===== config.mk =====
export PLATFORM = sky130hd
export DESIGN_NAME = delay_timer
export DESIGN_NICKNAME = d
export VERILOG_FILES = /design/src/verilog/timer_pkg.sv /design/src/verilog/ms_tick.sv /design/src/verilog/chatter_filter.sv /design/src/verilog/delay_timer.sv
export SDC_FILE = /design/constraint.sdc
export NUM_CORES = 1
export LEC_CHECK = 0
export ABC_AREA = 1
export BUFFER_PORTS_ARGS = -buffer_cell sky130_fd_sc_hd__buf_2
export CAP_MARGIN = 20
export CORE_AREA = 2 2 125 158
export CTS_CLUSTER_DIAMETER = 120
export DETAILED_ROUTE_END_ITERATION = 8
export DIE_AREA = 0 0 127 160
export HOLD_SLACK_MARGIN = 0.1
export MAX_ROUTING_LAYER = met4
export PLACE_DENSITY = 0.75
export SETUP_SLACK_MARGIN = 0.5
export SLEW_MARGIN = 20
export SYNTH_ARGS = -nofsm -noshare
export SYNTH_HDL_FRONTEND = slang
export SYNTH_SLANG_ARGS = --single-unit

===== constraint.sdc =====
create_clock -name REF_CLK -period 3.2 [get_ports REF_CLK]
set_input_delay 0.16 -clock REF_CLK [delete_from_list [all_inputs] [get_ports REF_CLK]]
set_output_delay 0.16 -clock REF_CLK [all_outputs]
set_load 0.01 [all_outputs]

===== src/verilog/timer_pkg.sv =====
// shared constants, encodings and range helpers for the delay timer core
package timer_pkg;
  // time base
  localparam int CLK_PERIOD_NS = 10;
  localparam int TIME_BASE_NS = 1000000;
  localparam int TICK_CYCLES = TIME_BASE_NS / CLK_PERIOD_NS;
  localparam int FILTER_WIDE_MS = 20;
  localparam int FILTER_NARROW_MS = 1;
  localparam int BLINK_MS = 500;
  localparam int SV_W = 14;

  // register byte addresses
  localparam logic [7:0] ADDR_CONFIG = 8'h00;
  localparam logic [7:0] ADDR_SET1 = 8'h04;
  localparam logic [7:0] ADDR_SET2 = 8'h08;
  localparam logic [7:0] ADDR_PRESENT = 8'h0c;
  localparam logic [7:0] ADDR_STATUS = 8'h10;
  localparam logic [7:0] ADDR_KEY = 8'h14;

  // config fields
  localparam int CFG_MODE_LSB = 0;
  localparam int CFG_DOWN_BIT = 4;
  localparam int CFG_NARROW_BIT = 5;
  localparam int CFG_TWIN_BIT = 6;
  localparam int CFG_FLICK_ON_BIT = 7;
  localparam int CFG_RANGE_LSB = 8;

  // status fields
  localparam int ST_OUT_BIT = 0;
  localparam int ST_RST_LED_BIT = 1;
  localparam int ST_UNIT_LED_BIT = 2;
  localparam int ST_RUN_BIT = 3;
  localparam int ST_GATE_BIT = 4;
  localparam int ST_PHASE_BIT = 5;
  localparam int ST_DONE_BIT = 6;
  localparam int KEY_RESET_BIT = 0;

  localparam logic [SV_W-1:0] SET1_RST = 14'h000a;
  localparam logic [SV_W-1:0] SET2_RST = 14'h000a;

  typedef enum logic [3:0] {
    M_A, M_A1, M_A2, M_A3, M_B, M_B1, M_D, M_E, M_F, M_Z
  } mode_e;

  typedef enum logic [3:0] {
    R_1MS, R_10MS, R_100MS, R_1S, R_MMSS, R_01MIN, R_1MIN, R_HHMM, R_01H, R_1H
  } range_e;

  localparam mode_e MODE_RST = M_A;
  localparam range_e RANGE_RST = R_1S;

  // milliseconds per count of the present value
  function automatic logic [21:0] unit_ms(range_e r);
    case (r)
      R_1MS: unit_ms = 22'h1;
      R_10MS: unit_ms = 22'ha;
      R_100MS: unit_ms = 22'h64;
      R_1S, R_MMSS: unit_ms = 22'h3e8;
      R_01MIN: unit_ms = 22'h1770;
      R_1MIN, R_HHMM: unit_ms = 22'hea60;
      R_01H: unit_ms = 22'h57e40;
      R_1H: unit_ms = 22'h36ee80;
      default: unit_ms = 22'h3e8;
    endcase
  endfunction : unit_ms

  // coarse ranges show timing by a flashing unit lamp
  function automatic logic coarse_range(range_e r);
    case (r)
      R_1MIN, R_HHMM, R_01H, R_1H: coarse_range = 1'b1;
      default: coarse_range = 1'b0;
    endcase
  endfunction : coarse_range
endpackage : timer_pkg


===== src/verilog/ms_tick.sv =====
// divider making the one-millisecond time base strobe
`timescale 1ns/1ns
module ms_tick #(
  parameter int unsigned DIV = 100000
) (
  input wire logic clk,
  input wire logic rst,
  output logic tick
);
  localparam int CW = $clog2(DIV + 1);
  localparam logic [CW-1:0] LAST = CW'(DIV - 1);
  logic [CW-1:0] cnt_r;

  always_ff @(posedge clk) begin
    if (rst) begin
      cnt_r <= '0;
      tick <= 1'b0;
    end else begin
      tick <= (cnt_r == LAST);
      cnt_r <= (cnt_r == LAST) ? '0 : cnt_r + 1'b1;
    end
  end
endmodule : ms_tick


===== src/verilog/chatter_filter.sv =====
// input filter: level must hold for the chosen width before it is accepted
`timescale 1ns/1ns
module chatter_filter (
  input wire logic clk,
  input wire logic rst,
  input wire logic tick,
  input wire logic narrow,
  input wire logic din,
  output logic dout
);
  logic [4:0] cnt_r;
  logic [4:0] thr;

  assign thr = narrow ? 5'(timer_pkg::FILTER_NARROW_MS) : 5'(timer_pkg::FILTER_WIDE_MS);

  always_ff @(posedge clk) begin
    if (rst) begin
      cnt_r <= '0;
      dout <= 1'b0;
    end else if (din == dout) begin
      cnt_r <= '0;
    end else if (tick) begin
      if (cnt_r + 5'h1 >= thr) begin
        dout <= din;
        cnt_r <= '0;
      end else begin
        cnt_r <= cnt_r + 5'h1;
      end
    end
  end
endmodule : chatter_filter


===== src/verilog/delay_timer.sv =====
// programmable delay timer core with APB register access
//
// The implementer's own choices: the register addresses and the APB slave port.
`timescale 1ns/1ns
module delay_timer #(
  parameter int unsigned TICK_DIV = timer_pkg::TICK_CYCLES
) (
  input wire logic REF_CLK,
  input wire logic RST,
  input wire logic PSEL,
  input wire logic PENABLE,
  input wire logic PWRITE,
  input wire logic [7:0] PADDR,
  input wire logic [31:0] PWDATA,
  output logic [31:0] PRDATA,
  output logic PREADY,
  output logic PSLVERR,
  input wire logic START_IN,
  input wire logic RESET_IN,
  input wire logic GATE_IN,
  output logic CTRL_OUT,
  output logic RST_LED,
  output logic UNIT_LED
);
  localparam int SW = timer_pkg::SV_W;

  // configuration
  timer_pkg::mode_e mode_r;
  timer_pkg::range_e range_r;
  logic down_r;
  logic narrow_r;
  logic twin_r;
  logic flick_on_r;
  logic [SW-1:0] set1_r;
  logic [SW-1:0] set2_r;
  logic key_r;

  // timing state
  logic [SW-1:0] pv_r;
  logic [21:0] pre_r;
  logic run_r;
  logic out_r;
  logic done_r;
  logic phase_r;
  logic start_q_r;
  logic blink_r;
  logic [8:0] blink_cnt_r;
  logic rst_led_r;
  logic unit_led_r;

  // bus
  logic pready_r;
  logic [31:0] prdata_r;
  logic pslverr_r;

  logic tick;
  logic start_f;
  logic reset_f;
  logic gate_f;

  ms_tick #(
    .DIV(TICK_DIV)
  ) u_tick (
    .clk(REF_CLK),
    .rst(RST),
    .tick(tick)
  );

  chatter_filter u_start_filt (
    .clk(REF_CLK),
    .rst(RST),
    .tick(tick),
    .narrow(narrow_r),
    .din(START_IN),
    .dout(start_f)
  );

  chatter_filter u_reset_filt (
    .clk(REF_CLK),
    .rst(RST),
    .tick(tick),
    .narrow(narrow_r),
    .din(RESET_IN),
    .dout(reset_f)
  );

  chatter_filter u_gate_filt (
    .clk(REF_CLK),
    .rst(RST),
    .tick(tick),
    .narrow(narrow_r),
    .din(GATE_IN),
    .dout(gate_f)
  );

  // derived control terms
  logic flicker;
  logic init_phase;
  logic [SW-1:0] sv_cur;
  logic [SW-1:0] sv_init;
  logic [SW-1:0] sv_other;
  logic [SW-1:0] load_init;
  logic [SW-1:0] load_other;
  logic reach;
  logic [21:0] unit_last;
  logic adv;
  logic rst_hold;
  logic start_rise;
  logic start_fall;

  always_comb begin
    flicker = twin_r || mode_r == timer_pkg::M_B || mode_r == timer_pkg::M_B1
      || mode_r == timer_pkg::M_Z;
    if (twin_r) begin
      init_phase = flick_on_r;
    end else begin
      init_phase = (mode_r == timer_pkg::M_B1);
    end
    // phase high is the output-on interval and uses the second set value
    sv_cur = (flicker && phase_r) ? set2_r : set1_r;
    sv_other = phase_r ? set1_r : set2_r;
    sv_init = (flicker && init_phase) ? set2_r : set1_r;
    load_init = down_r ? sv_init : '0;
    load_other = down_r ? sv_other : '0;
    reach = down_r ? (pv_r == '0) : (pv_r >= sv_cur);
  end

  // every range from 1 ms to 1 h per count is open in both timer kinds
  assign unit_last = timer_pkg::unit_ms(range_r) - 22'h1;
  // reset input and reset key share one path
  assign rst_hold = reset_f | key_r;
  assign start_rise = start_f & ~start_q_r;
  assign start_fall = ~start_f & start_q_r;
  assign adv = tick & run_r & ~gate_f & ~reach;

  // start edge history runs through reset so a held start is no new edge
  always_ff @(posedge REF_CLK) begin
    if (RST) begin
      start_q_r <= 1'b0;
    end else begin
      start_q_r <= start_f;
    end
  end

  // timing engine
  always_ff @(posedge REF_CLK) begin
    if (RST || rst_hold) begin
      pv_r <= load_init;
      out_r <= 1'b0;
      run_r <= 1'b0;
      done_r <= 1'b0;
      phase_r <= init_phase;
      pre_r <= '0;
    end else begin
      if (adv) begin
        if (pre_r >= unit_last) begin
          pre_r <= '0;
          pv_r <= down_r ? pv_r - 1'b1 : pv_r + 1'b1;
        end else begin
          pre_r <= pre_r + 22'h1;
        end
      end
      if (flicker) begin
        if (start_rise && !run_r) begin
          run_r <= 1'b1;
          phase_r <= init_phase;
          out_r <= init_phase;
          pv_r <= load_init;
          pre_r <= '0;
        end else if (run_r && reach) begin
          phase_r <= ~phase_r;
          out_r <= ~phase_r;
          pv_r <= load_other;
          pre_r <= '0;
        end
      end else begin
        case (mode_r)
          timer_pkg::M_A2, timer_pkg::M_A3: begin
            if (run_r && reach) begin
              out_r <= 1'b1;
              run_r <= 1'b0;
              done_r <= 1'b1;
            end else begin
              // times from power-on or reset release; start holds it off
              run_r <= ~start_f & ~done_r;
            end
          end
          timer_pkg::M_D: begin
            if (start_rise) begin
              out_r <= 1'b1;
              run_r <= 1'b0;
              pv_r <= load_init;
              pre_r <= '0;
            end else if (start_fall) begin
              run_r <= 1'b1;
            end else if (run_r && reach) begin
              out_r <= 1'b0;
              run_r <= 1'b0;
            end
          end
          timer_pkg::M_E: begin
            if (start_rise) begin
              out_r <= 1'b1;
              run_r <= 1'b1;
              pv_r <= load_init;
              pre_r <= '0;
            end else if (run_r && reach) begin
              out_r <= 1'b0;
              run_r <= 1'b0;
            end
          end
          timer_pkg::M_F: begin
            if (run_r && reach) begin
              out_r <= 1'b1;
              run_r <= 1'b0;
              done_r <= 1'b1;
            end else begin
              // accumulates only while start is held
              run_r <= start_f & ~done_r;
            end
          end
          default: begin
            if (run_r && reach) begin
              out_r <= 1'b1;
              run_r <= 1'b0;
              done_r <= 1'b1;
            end else if (start_rise && !done_r) begin
              run_r <= 1'b1;
            end
          end
        endcase
      end
    end
  end

  // unit lamp blink base, half period in milliseconds
  always_ff @(posedge REF_CLK) begin
    if (RST) begin
      blink_cnt_r <= '0;
      blink_r <= 1'b0;
    end else if (tick) begin
      if (blink_cnt_r == 9'(timer_pkg::BLINK_MS - 1)) begin
        blink_cnt_r <= '0;
        blink_r <= ~blink_r;
      end else begin
        blink_cnt_r <= blink_cnt_r + 9'h1;
      end
    end
  end

  // lamps
  always_ff @(posedge REF_CLK) begin
    if (RST) begin
      rst_led_r <= 1'b0;
      unit_led_r <= 1'b1;
    end else begin
      rst_led_r <= reset_f;
      if (timer_pkg::coarse_range(range_r) && run_r && !gate_f) begin
        unit_led_r <= blink_r;
      end else begin
        unit_led_r <= 1'b1;
      end
    end
  end

  // apb: one wait state; data is formed in the first access cycle
  logic acc_first;
  logic take;
  logic addr_ok;

  assign acc_first = PSEL & PENABLE & ~pready_r;
  assign take = PSEL & PENABLE & pready_r;

  always_comb begin
    case (PADDR)
      timer_pkg::ADDR_CONFIG, timer_pkg::ADDR_SET1, timer_pkg::ADDR_SET2,
      timer_pkg::ADDR_PRESENT, timer_pkg::ADDR_STATUS, timer_pkg::ADDR_KEY: addr_ok = 1'b1;
      default: addr_ok = 1'b0;
    endcase
  end

  always_ff @(posedge REF_CLK) begin
    if (RST) begin
      pready_r <= 1'b0;
      pslverr_r <= 1'b0;
      prdata_r <= '0;
    end else begin
      pready_r <= acc_first;
      if (acc_first) begin
        pslverr_r <= ~addr_ok;
        prdata_r <= '0;
        if (!PWRITE) begin
          case (PADDR)
            timer_pkg::ADDR_CONFIG: begin
              prdata_r[timer_pkg::CFG_MODE_LSB +: 4] <= mode_r;
              prdata_r[timer_pkg::CFG_DOWN_BIT] <= down_r;
              prdata_r[timer_pkg::CFG_NARROW_BIT] <= narrow_r;
              prdata_r[timer_pkg::CFG_TWIN_BIT] <= twin_r;
              prdata_r[timer_pkg::CFG_FLICK_ON_BIT] <= flick_on_r;
              prdata_r[timer_pkg::CFG_RANGE_LSB +: 4] <= range_r;
            end
            timer_pkg::ADDR_SET1: prdata_r[SW-1:0] <= set1_r;
            timer_pkg::ADDR_SET2: prdata_r[SW-1:0] <= set2_r;
            timer_pkg::ADDR_PRESENT: prdata_r[SW-1:0] <= pv_r;
            timer_pkg::ADDR_STATUS: begin
              prdata_r[timer_pkg::ST_OUT_BIT] <= out_r;
              prdata_r[timer_pkg::ST_RST_LED_BIT] <= rst_led_r;
              prdata_r[timer_pkg::ST_UNIT_LED_BIT] <= unit_led_r;
              prdata_r[timer_pkg::ST_RUN_BIT] <= run_r;
              prdata_r[timer_pkg::ST_GATE_BIT] <= gate_f;
              prdata_r[timer_pkg::ST_PHASE_BIT] <= phase_r;
              prdata_r[timer_pkg::ST_DONE_BIT] <= done_r;
            end
            default: prdata_r <= '0;
          endcase
        end
      end
    end
  end

  // register writes take effect at the completing edge only
  always_ff @(posedge REF_CLK) begin
    if (RST) begin
      mode_r <= timer_pkg::MODE_RST;
      range_r <= timer_pkg::RANGE_RST;
      down_r <= 1'b0;
      narrow_r <= 1'b0;
      twin_r <= 1'b0;
      flick_on_r <= 1'b0;
      set1_r <= timer_pkg::SET1_RST;
      set2_r <= timer_pkg::SET2_RST;
    end else if (take && PWRITE) begin
      case (PADDR)
        timer_pkg::ADDR_CONFIG: begin
          mode_r <= timer_pkg::mode_e'(PWDATA[timer_pkg::CFG_MODE_LSB +: 4]);
          down_r <= PWDATA[timer_pkg::CFG_DOWN_BIT];
          narrow_r <= PWDATA[timer_pkg::CFG_NARROW_BIT];
          twin_r <= PWDATA[timer_pkg::CFG_TWIN_BIT];
          flick_on_r <= PWDATA[timer_pkg::CFG_FLICK_ON_BIT];
          range_r <= timer_pkg::range_e'(PWDATA[timer_pkg::CFG_RANGE_LSB +: 4]);
        end
        timer_pkg::ADDR_SET1: set1_r <= PWDATA[SW-1:0];
        timer_pkg::ADDR_SET2: set2_r <= PWDATA[SW-1:0];
        default: ;
      endcase
    end
  end

  // front reset key: one-cycle press from a register write
  always_ff @(posedge REF_CLK) begin
    if (RST) begin
      key_r <= 1'b0;
    end else begin
      key_r <= take & PWRITE & (PADDR == timer_pkg::ADDR_KEY)
        & PWDATA[timer_pkg::KEY_RESET_BIT];
    end
  end

  assign PRDATA = prdata_r;
  assign PREADY = pready_r;
  assign PSLVERR = pslverr_r;
  assign CTRL_OUT = out_r;
  assign RST_LED = rst_led_r;
  assign UNIT_LED = unit_led_r;
endmodule : delay_timer


==> impl_metrics.prom <==
# TYPE chip_impl_metric gauge
chip_impl_info{name="cp_slowest_cell",value="sky130_fd_sc_hd__dfxtp_2"} 1
chip_impl_metric{name="routed_wire_length_per_instance",unit="um"} 15.4
chip_impl_metric{name="maxClockFrequency",unit="MHz"} 305
chip_impl_metric{name="ir_drop",unit="V"} 0.000410
chip_impl_metric{name="globalRouteMet1Util",unit="%"} 33.9
chip_impl_metric{name="ios",unit=""} 85
chip_impl_metric{name="setup_viol",unit=""} 32
chip_impl_metric{name="switchingPower",unit="mW"} 1.08
chip_impl_metric{name="grt_first_pass_wirelength",unit="um"} 45200
chip_impl_metric{name="h_tree_lvl_count",unit=""} 4
chip_impl_metric{name="final_net_count",unit=""} 1731
chip_impl_metric{name="drt-total-wl",unit="um"} 28800
chip_impl_metric{name="synth-seq-area-share",unit="%"} 32.0
chip_impl_info{name="run_status",value="complete, but fails checks"} 1
chip_impl_metric{name="die_w",unit="um"} 127
chip_impl_metric{name="cp_num_buf_inv",unit=""} 3
chip_impl_info{name="globalRoute.busiestLayer",value="met2"} 1
chip_impl_metric{name="total_of_max_cap_violations",unit=""} 0
chip_impl_metric{name="hold_ws",unit="ns"} 0.227
chip_impl_metric{name="finalHoldViolations",unit=""} 0
chip_impl_info{name="min-delay-path-class",value="primary input to flop"} 1
chip_impl_info{name="failed_checks",value="negative setup slack"} 1
chip_impl_metric{name="global_route.usage.met2",unit="%"} 46.4
chip_impl_metric{name="clock_tree_buf_depth",unit=""} 2
chip_impl_metric{name="cellLeakagePower",unit="nW"} 5.57
chip_impl_info{name="synth_top_area_cell",value="sky130_fd_sc_hd__dfxtp_1"} 1
chip_impl_metric{name="dpl.hpwl",unit="um"} 19800
chip_impl_metric{name="start_util",unit="%"} 53.9
chip_impl_metric{name="grt.overflow.total",unit=""} 0
chip_impl_metric{name="netlist.area_leader.share",unit="%"} 31.7
chip_impl_metric{name="final.period_utilization",unit="%"} 102
chip_impl_info{name="worst_setup_sp_type",value="flop"} 1
chip_impl_metric{name="fraction_of_final_layout_cells_sized_beyond_drive_strength_1",unit="%"} 18.0
chip_impl_metric{name="vias",unit=""} 10400
chip_impl_metric{name="timing.final.crit_period",unit="ns"} 3.28
chip_impl_info{name="tritoncts",value="yes"} 1
chip_impl_metric{name="grt_pass1_vias",unit=""} 9544
chip_impl_metric{name="cell_area_placed",unit="um^2"} 10800
chip_impl_metric{name="die-height",unit="um"} 160
chip_impl_metric{name="clkSlewWorstSetupHoldPaths",unit="ns"} 0.07
chip_impl_metric{name="dpl_worst_slack",unit="ns"} -0.0855
chip_impl_metric{name="core-area",unit="um^2"} 19000
chip_impl_metric{name="clkLatencyLatePin",unit="ns"} 0.44
chip_impl_metric{name="power_switching_share",unit="%"} 24.7
chip_impl_metric{name="use_met3",unit="%"} 5.06
chip_impl_info{name="cts.root.buffer_cell",value="sky130_fd_sc_hd__clkbuf_16"} 1
chip_impl_metric{name="yosysWarningCount",unit=""} 0
chip_impl_metric{name="finish.instance_area",unit="um^2"} 12300
chip_impl_info{name="rsz0062_at_grt",value="yes"} 1
chip_impl_metric{name="tightest_slew",unit="ns"} 0.653
chip_impl_metric{name="drt_iter0_drc",unit=""} 940
chip_impl_metric{name="areaGrowthSynthToFinish",unit="%"} 20.7
chip_impl_metric{name="grt_antenna_before_repair",unit=""} 0
chip_impl_metric{name="timing.critical_path.slowest_cell_delay",unit="ns"} 0.35
chip_impl_metric{name="power_density",unit="nW/um^2"} 355
chip_impl_metric{name="cellInternalPower",unit="mW"} 3.30
chip_impl_metric{name="synth.ff_latch_count",unit=""} 163
chip_impl_info{name="crit_chain",value="nor2_2 > nand3_4 > nor3_4 > nand2_4 > nor4_4 > buf_4 > nor2_1 > ha_1 > nand2_1 > nor2_1 > nand2_1 > nor2_2 > nand2_2 > nand4_4 > inv_2 > nor2_4 > buf_6 > nand3_1 > nand3_1 > nand2_1 > o21ai_0"} 1
chip_impl_info{name="setup.worst_path.end_class",value="flop"} 1
chip_impl_metric{name="port_buffers",unit=""} 48
chip_impl_metric{name="timing.critical_path.arrival",unit="ns"} 3.64
chip_impl_metric{name="synth.distinct_cells",unit=""} 56
chip_impl_metric{name="antenna_left",unit=""} 0
chip_impl_metric{name="routed_via_density",unit=""} 5.58
chip_impl_info{name="cell_mode_on_critical_path",value="sky130_fd_sc_hd__nand2_1"} 1
chip_impl_metric{name="antennaDiodeCount",unit=""} 0
chip_impl_info{name="synth_area_leaders",value="sky130_fd_sc_hd__dfxtp_1 32%, sky130_fd_sc_hd__nand2_1 13%, sky130_fd_sc_hd__ha_1 7.8%"} 1
chip_impl_metric{name="grt_util_all_layers",unit="%"} 27.9
chip_impl_metric{name="route.detailed.drc",unit=""} 0
chip_impl_metric{name="numCtsBuffers",unit=""} 17
chip_impl_metric{name="clockPowerShare",unit="%"} 48.9
chip_impl_metric{name="post_synthesis_instance_area",unit="um^2"} 10200
chip_impl_metric{name="post_synth.cell_area_avg",unit="um^2"} 6.79
chip_impl_metric{name="critical_path_peak_fanout",unit=""} 6
chip_impl_info{name="timing_worst_setup_path_type",value="flop to flop"} 1
chip_impl_metric{name="final.setup_skew",unit="ns"} 0.0109
chip_impl_metric{name="drt_pass1_iterations",unit=""} 6
chip_impl_metric{name="rows",unit=""} 57
chip_impl_metric{name="place_congestion",unit=""} 0.913
chip_impl_metric{name="maxSlewViolCount",unit=""} 0
chip_impl_metric{name="final_critical_path_setup_slack",unit="ns"} -0.0783
chip_impl_info{name="critPathTopFamily",value="simple AND/OR/NAND/NOR gates"} 1
chip_impl_metric{name="die_area",unit="um^2"} 20300
chip_impl_metric{name="max_slew_margin",unit="%"} 56.0
chip_impl_metric{name="netlist_instances",unit=""} 1507
chip_impl_metric{name="final_util",unit="%"} 65.1
chip_impl_metric{name="combinationalPowerShare",unit="%"} 4.5
chip_impl_metric{name="clock_sinks",unit=""} 163
chip_impl_metric{name="sequentialPowerShare",unit="%"} 46.6
chip_impl_metric{name="critPathRequiredTime",unit="ns"} 3.56
chip_impl_metric{name="grt_start_max_net_pins",unit=""} 43
-- Yosys cell counts, drive strengths merged --
library cell,instances
fa,1
o211ai,8
nor3b,6
xnor2,19
nand4,13
nand3b,11
a31oi,5
o221ai,3
nor4,11
dfxtp,162
nor3,32
o21a,6
o311ai,1
nor2,160
o41ai,1
conb,1
buf,30
edfxtp,1
o21bai,3
a211oi,1
a21oi,142
or2,5
o21ai,133
nand3,77
o31ai,4
and3,1
inv,168
a21o,5
xor2,24
and2,1
clkinv,4
clkbuf,29
nand2,356
a21boi,3
o22ai,16
ha,64
-- path summary, 6_finish.rpt --
kind / cells after the start / start / slack, ns / end
max: 21 / flop / -0.08 / pv_r[12]
min: 5 / PWRITE / 0.23 / PRDATA[10]
max reg2reg: 21 / flop / -0.08 / pv_r[12]
min reg2reg: 1 / u_tick.cnt_r[0] / 0.45 / u_tick.cnt_r[0]
-- routing by layer --
metal	vias up	routed length, um
li1	5170	-
met1	4761	11800
met2	415	14200
met3	79	2060
met4	0	818
met5	-	0
-- logic make-up (layout without fill, tap and decap cells) --
family / count (synthesis) / count (layout) / share of synthesized area, %
xor+xnor: 43 / 43 / 3.68
compound gates: 331 / 331 / 17.6
buf+inv: 231 / 335 / 9.56
simple gates: 673 / 676 / 29.1
fa+ha+maj: 65 / 65 / 8.03
flops: 163 / 163 / 32.0
other cells: 1 / 18 / 0.0367
-- stage by stage --
step | power (mW) | setup TNS [ns] | std cells
2_1_floorplan | 2.20 | 0 | 1524
3_3_place_gp | 2.24 | -0.00374 | 1785
3_5_place_dp | 2.24 | -0.935 | 1785
4_1_cts | 4.38 | 0 | 1848
5_1_grt | 4.50 | -6.31 | 1867
6_report | 4.39 | -1.44 | 1867
-- timing repair --
| item | in CTS | in global routing |
|---|---|---|
| endpoints found under the setup margin | 39 | 40 |
| hold buffers | 20 | 0 |
| endpoints found under the hold margin | 39 | 0 |
| buffers inserted | 9 | 15 |
| gates resized for setup | 42 | 99 |
| pin swaps | 12 | 33 |
| gates cloned | 2 | 4 |
-- power groups by stage --
| stage | sequential (mW) | combinational, mW | clock, mW |
|---|---|---|---|
| after detailed placement | 2.09 | 0.153 | 0 |
| after CTS | 2.04 | 0.178 | 2.16 |
| after floorplan | 2.09 | 0.111 | 0 |
| after global routing | 2.04 | 0.216 | 2.24 |
| after global placement | 2.09 | 0.151 | 0 |
| final | 2.04 | 0.197 | 2.14 |
-- final cells by class --
cell class / count / area [um^2]
inverter: 172 / 667
timing repair buffer: 130 / 956
multi-input combinational: 1133 / 6520
clock inverter: 14 / 170
tap: 236 / 295
sequential: 163 / 3280
clock buffer: 18 / 439
timing repair inverter: 1 / 11.3
fill: 1616 / 6630
-- tightest hold or removal path, stage by stage --
cell	delay (ns)
sky130_fd_sc_hd__buf_2	0.09
sky130_fd_sc_hd__nor2_1	0.04
sky130_fd_sc_hd__buf_4	0.18
sky130_fd_sc_hd__o21ai_0	0.09
sky130_fd_sc_hd__a21oi_1	0.06
-- cells in the final DEF, fill, tap and decap left out, types with 24 or more instances in the layout --
master,instances
sky130_fd_sc_hd__nand3_1,64
sky130_fd_sc_hd__nand2_1,324
sky130_fd_sc_hd__xor2_1,24
sky130_fd_sc_hd__ha_1,61
sky130_fd_sc_hd__a21oi_1,138
sky130_fd_sc_hd__dfxtp_1,156
sky130_fd_sc_hd__buf_4,51
sky130_fd_sc_hd__o21ai_0,111
sky130_fd_sc_hd__inv_1,147
sky130_fd_sc_hd__buf_2,48
sky130_fd_sc_hd__nor2_1,124
(Power assumes the default switching activity.)
